File: src/wdn_pkg.sv
package wdn_pkg;
	// i/o bus geometry
	localparam int WDN_ADDR_W = 16;
	localparam int WDN_DATA_W = 4;
	// control register location and field layout
	localparam logic [15:0] WDN_CTRL_ADDR = 16'hff07;
	localparam int WDN_RESTART_POS = 0;
	localparam int WDN_ENABLE_POS = 1;
	localparam logic WDN_ENABLE_RST = 1'b1;
	// clock tree figures
	localparam int WDN_XTAL_HZ = 32768;
	localparam int WDN_TAP_HZ = 256;
	localparam int WDN_PRE_DIV = WDN_XTAL_HZ / WDN_TAP_HZ;
	// watchdog counter width, final stage at 0.25 hz
	localparam int WDN_CNT_W = 10;
endpackage : wdn_pkg

File: src/wdn_tap_div.sv
`timescale 1ns/10ps
module wdn_tap_div
	import wdn_pkg::*;
#(
	parameter int DIV = WDN_PRE_DIV
)
(
	// clock and reset
	input wire logic ref_clk,
	input wire logic rst_n,
	// crystal level, synchronous to ref_clk
	input wire logic xtal_level,
	// one-cycle pulse at the tap rate
	output logic tap_tick
);
	localparam int DW = (DIV > 1) ? $clog2(DIV) : 1;

	// a divider below two has no period to count
	if (DIV < 2)
	begin : g_bad_div
		$error("wdn_tap_div: DIV must be at least 2");
	end

	logic xtal_prev_reg, xtal_prev_next;
	logic [DW-1:0] div_reg, div_next;
	logic tick_reg, tick_next;
	logic xtal_rise;

	// divider counts crystal rising edges; free running so restarts land mid-period
	always_comb
	begin
		xtal_rise = xtal_level & ~xtal_prev_reg;
		xtal_prev_next = xtal_level;
		div_next = div_reg;
		tick_next = 1'b0;
		if (xtal_rise)
		begin
			if (div_reg == DW'(DIV - 1))
			begin
				div_next = '0;
				tick_next = 1'b1;
			end
			else
			begin
				div_next = div_reg + 1'b1;
			end
		end
	end

	always_ff @(posedge ref_clk)
	begin
		if (!rst_n)
		begin
			xtal_prev_reg <= 1'b1; // a crystal already high at release is no edge
			div_reg <= '0;
			tick_reg <= 1'b0;
		end
		else
		begin
			xtal_prev_reg <= xtal_prev_next;
			div_reg <= div_next;
			tick_reg <= tick_next;
		end
	end

	assign tap_tick = tick_reg;
endmodule : wdn_tap_div

File: src/wdn_watchdog.sv
// Functional notes
// - The counter advances on a 256 Hz tap divided from the low-frequency crystal clock.
// - The watchdog is a 10-bit binary counter whose final-stage overflow raises the interrupt.
// - Without a restart for about four seconds while enabled, an interrupt request goes to the core.
// - Counting starts by itself after reset and software may stop it later.
// - Counting continues in halt and the overflow interrupt ends the halt.
// - The enable bit is bit 1 of the watchdog control register, written and read back.
// - With the enable bit at 0 the counter stands and no interrupt is raised.
// - Reset sets the enable bit to 1.
// - Writing 1 to bit 0 clears the counter and counting resumes at once; writing 0 does nothing.
// - Bit 0 and the two upper bits always read as 0.
`timescale 1ns/10ps
module wdn_watchdog
	import wdn_pkg::*;
#(
	parameter int CNT_W = WDN_CNT_W,
	parameter int PRE_DIV = WDN_PRE_DIV
)
(
	// clock and reset
	input wire logic ref_clk,
	input wire logic rst_n,
	// crystal clock level, sampled as a plain input
	input wire logic low_freq_crystal_clock,
	// cpu i/o memory port
	input wire logic [WDN_ADDR_W-1:0] io_addr,
	input wire logic io_wr,
	input wire logic io_rd,
	input wire logic [WDN_DATA_W-1:0] io_wdata,
	output logic [WDN_DATA_W-1:0] io_rdata,
	// non-maskable request toward the core
	output logic nmi_req,
	input wire logic nmi_ack,
	output logic halt_wake
);
	// a counter below two bits has no separate final stage
	if (CNT_W < 2)
	begin : g_bad_cnt_w
		$error("wdn_watchdog: CNT_W must be at least 2");
	end

	logic tap_tick;
	logic ctrl_hit, ctrl_wr, restart_wr, overflow;
	logic enable_reg, enable_next;
	logic [CNT_W-1:0] cnt_reg, cnt_next;
	logic nmi_reg, nmi_next;
	logic [WDN_DATA_W-1:0] rdata_reg, rdata_next;

	wdn_tap_div #(
		.DIV(PRE_DIV)
	) u_tap (
		.ref_clk(ref_clk),
		.rst_n(rst_n),
		.xtal_level(low_freq_crystal_clock),
		.tap_tick(tap_tick)
	);

	// register decode
	assign ctrl_hit = (io_addr == WDN_CTRL_ADDR);
	assign ctrl_wr = io_wr & ctrl_hit;
	assign restart_wr = ctrl_wr & io_wdata[WDN_RESTART_POS];
	// overflow of the final stage; a restart in the same cycle wins
	assign overflow = enable_reg & tap_tick & (&cnt_reg) & ~restart_wr;

	// control, counter, request and read data next values
	always_comb
	begin
		enable_next = enable_reg;
		cnt_next = cnt_reg;
		nmi_next = nmi_reg;
		rdata_next = '0;
		if (ctrl_wr)
		begin
			enable_next = io_wdata[WDN_ENABLE_POS];
		end
		// restart clears; stands while disabled; halt does not stop it
		if (restart_wr)
		begin
			cnt_next = '0;
		end
		else if (enable_reg && tap_tick)
		begin
			cnt_next = cnt_reg + 1'b1;
		end
		// request held until the core takes it or enable is written to 0; an overflow beats both
		if (nmi_ack)
		begin
			nmi_next = 1'b0;
		end
		if (ctrl_wr && !io_wdata[WDN_ENABLE_POS])
		begin
			nmi_next = 1'b0;
		end
		if (overflow)
		begin
			nmi_next = 1'b1;
		end
		// restart and upper bits read zero
		if (io_rd && ctrl_hit)
		begin
			rdata_next[WDN_ENABLE_POS] = enable_reg;
		end
	end

	always_ff @(posedge ref_clk)
	begin
		if (!rst_n)
		begin
			enable_reg <= WDN_ENABLE_RST;
			cnt_reg <= '0;
			nmi_reg <= 1'b0;
			rdata_reg <= '0;
		end
		else
		begin
			enable_reg <= enable_next;
			cnt_reg <= cnt_next;
			nmi_reg <= nmi_next;
			rdata_reg <= rdata_next;
		end
	end

	// the pending request also releases halt
	assign nmi_req = nmi_reg;
	assign halt_wake = nmi_reg;
	assign io_rdata = rdata_reg;
endmodule : wdn_watchdog
File: config.mk
export PLATFORM = sky130hd
export DESIGN_NAME = wdn_watchdog
export DESIGN_NICKNAME = d
export VERILOG_FILES = /design/src/wdn_pkg.sv /design/src/wdn_tap_div.sv /design/src/wdn_watchdog.sv
export SDC_FILE = /design/constraint.sdc
export NUM_CORES = 1
export LEC_CHECK = 0
export ABC_CLOCK_PERIOD_IN_PS = 2800
export BUFFER_PORTS_ARGS = -buffer_cell sky130_fd_sc_hd__buf_2
export CORE_MARGIN = 3
export CORE_UTILIZATION = 53
export DETAILED_ROUTE_END_ITERATION = 7
export PLACE_DENSITY_LB_ADDON = 0.15
export SYNTH_ARGS = -nofsm -noshare
export SYNTH_HDL_FRONTEND = slang
export SYNTH_SLANG_ARGS = --single-unit
export TNS_END_PERCENT = 1
File: constraint.sdc
create_clock -name ref_clk -period 2.8 [get_ports ref_clk]
set_input_delay 0.56 -clock ref_clk [delete_from_list [all_inputs] [get_ports ref_clk]]
set_output_delay 0.56 -clock ref_clk [all_outputs]
set_load 0.05 [all_outputs]
==> impl_metrics.csv <==
group,metric,value,unit
status,status,"finished, final reports clean",
worst_setup_path,cp_max_fo,3,
global_route,grt_start_max_net_pins,13,
worst_setup_path,r2r_slack,1420,ps
cells_and_area,largest_reg_flops,10,
power,p_leak,0.0004809,uW
timing,finClkSkew,1.372,ps
die,ios,32,
flow_run,drv_cap,0,
worst_setup_path,r2r_end,"u_tap.div_reg[5]$_SDFFE_PN0P_",
yosys,synth_top_family_by_area,"simple AND/OR/NAND/NOR gates",
detailed_routing,wl,1743,um
cells_and_area,diodes,0,
die,core-area,1783,um2
worst_setup_path,r2r_start,"u_tap.div_reg[0]$_SDFFE_PN0P_",
worst_setup_path,critical_path_required,2240,ps
yosys,async_reset_ff_share,0,%
cells_and_area,layout_commonest_cell,"buf_2",
timing,maxSlewViolCount,0,
cells_and_area,final_area,1200,um2
detailed_routing,drc_errors,0,
timing,slew_headroom,66.11,%
yosys,ys_ff_latch,22,
timing,setup_viol,0,
worst_setup_path,worstPathCellList,"buf_2",
hold_path,hold_depth,2,
cells_and_area,final_layout_size_suffix_gt1_share,25.18,%
place,dpl_cell_area,1164,um2
clocking,cts_root_buf,"clkbuf_4",
yosys,synth_fa_ha_area_share,2.421,%
worst_setup_path,start_kind,"flip-flop",
detailed_routing,dr_total_vias,820,
clocking,ctsLongestPathBuffers,2,
clocking,clock_latency,310,ps
detailed_routing,drtPass1Iterations,3,
place,dp_cells,160,
worst_setup_path,path_delay_family,"flip-flops",
timing,max_freq,662.0,MHz
hold_path,hold_class,"primary input to flip-flop",
place,dp_slack,958.6,ps
yosys,synth_top_area_share,42.62,%
worst_setup_path,critPathBufInv,1,
worst_setup_path,crit_type,"flip-flop to output pin",
yosys,synth-edff-count,0,
timing,min_period_over_period,53.95,%
yosys,synth_area_leaders,"dfxtp_1 (43%), xnor2_1 (9.3%), nor2_1 (5.4%)",
global_route,grt_pass1_wl,3049,um
worst_setup_path,max_stage_delay,370,ps
yosys,synthXorXnorAreaFrac,12.71,%
timing,hold_violations,0,
cells_and_area,final_nets,168,
place,gp_congestion,0.7212,
die,dieArea,2516,um2
die,start_util,57.96,%
clocking,h-tree-depth,1,
worst_setup_path,endpoint_kind,"output pin",
die,dieWidth,50.16,um
cells_and_area,stdcell_count,164,
yosys,synth-seq-area-share,42.62,%
detailed_routing,wire_per_inst,10.63,um
clocking,numCtsBuffers,3,
yosys,netlist_area,1033,um2
global_route,grt_pass1_vias,759,
die,die-height,50.16,um
hold_path,whs_endpoint,"u_tap.xtal_prev_reg$_SDFF_PN1_",
global_route,overflow,0,
yosys,muxShareOfSynthArea,0.9685,%
timing,worst_pin_slew,507.3,ps
die,num_rows,15,
timing,tns,0,ps
detailed_routing,ant_nets,0,
yosys,synthDistinctLibCells,33,
power,powerDensity,441.7,nW/um2
yosys,yosys_warnings,0,
power,max-vdd-ir-drop,313.7,uV
place,place_hpwl,1396,um
yosys,postSynthCellCount,113,
clocking,post_cts_resized,0,
clocking,holdBufCountCts,0,
global_route,antenna_found_initial,0,
global_route,grt_util_all_layers,15.81,%
hold_path,worstHoldStart,"low_freq_crystal_clock",
yosys,synth_compound_area_share,5.690,%
yosys,synth_top_flop_cell,"dfxtp_1",
clocking,cts_sinks,22,
yosys,postSynthAreaPerCell,9.146,um2
worst_setup_path,worst-r2r-cell-count,5,
timing,rsz0062_at_grt,"false",
detailed_routing,via_per_inst,5.000,
cells_and_area,synthToLayoutAreaGrowth,16.10,%
clocking,cts_tree,"built",
worst_setup_path,cp.arrival,950,ps
worst_setup_path,crit_slowest_cell,"dfxtp_1",
yosys,yosys.area.top_type,"dfxtp_1",
timing,fin_crit,1511,ps
detailed_routing,drtIter0Drc,5,
yosys,synthSimpleGateAreaFrac,30.39,%
clocking,clk_pin_slew_worst_paths,120,ps
place,portBuffers,26,
cells_and_area,mostFrequentLayoutCells,"buf_2 (26), dfxtp_1 (22), nor2_1 (15)",
clocking,postCtsSetupBuffers,0,
timing,setup_slack,1289,ps
[metal layers]
layer / GRT usage (%) / wire length (um) / up-vias
li1: - / - / 429
met1: 19.14 / 827 / 357
met2: 25.65 / 751 / 30
met3: 5.638 / 136 / 4
met4: 5.530 / 26 / 0
met5: 0 / 0 / -
[kinds of logic after synthesis]
family / Yosys count
xor+xnor: 15
flops: 22
mux: 1
other cells: 1
fa+ha+maj: 2
buf+inv: 9
simple gates: 57
compound gates: 6
[power by group]
part / total (uW) / leakage, uW / internal (uW) / switching, uW
Clock: 173 / 0.0000210 / 79.4 / 93.2
Combinational: 41.5 / 0.000282 / 18.2 / 23.3
Sequential: 316 / 0.000178 / 315 / 1.12
Total: 530 / 0.000481 / 412 / 118
[cells in the mapped netlist (2+ instances only)]
cell type,count
ha_1,2
nand2_1,9
nand3_1,6
buf_4,4
nor2_1,15
nor2b_1,2
xnor2_1,11
nor3_1,7
inv_1,3
and3_1,3
and2_1,3
xor2_1,4
nand4_1,3
dfxtp_1,22
[through the flow]
| step | utilization (%) | hold slack (ps) | total power [uW] |
|---|---|---|---|
| 2_1_floorplan | - | 453.3 | 350.1 |
| 3_3_place_gp | 65.26 | 463.0 | 363.6 |
| 3_5_place_dp | 65.26 | 473.5 | 364.7 |
| 4_1_cts | 67.30 | 439.3 | 531.8 |
| 5_1_grt | 67.30 | 423.4 | 550.5 |
| 6_report | 67.30 | 444.4 | 530.0 |
[worst max path at each step]
stage                              end  cells past startpoint                   start
2_1_floorplan  cnt_reg[0]$_SDFFE_PP0P_                      4              io_addr[7]
3_3_place_gp   cnt_reg[8]$_SDFFE_PP0P_                      5              io_addr[7]
3_5_place_dp   cnt_reg[6]$_SDFFE_PP0P_                      5              io_addr[7]
4_1_cts                      halt_wake                      1  halt_wake$_SDFFE_PN0P_
5_1_grt                        nmi_req                      1  halt_wake$_SDFFE_PN0P_
6_report                       nmi_req                      1  halt_wake$_SDFFE_PN0P_
[layout make-up]
| cell class | instances | area (um2) |
|---|---|---|
| Fill cell | 157 | 583.1 |
| Multi-Input combinational cell | 84 | 550.5 |
| Sequential cell | 22 | 440.4 |
| Timing Repair Buffer | 26 | 130.1 |
| Clock buffer | 4 | 36.28 |
| Tap cell | 25 | 31.28 |
| Inverter | 3 | 11.26 |
Power figures use the tool's default switching activity.
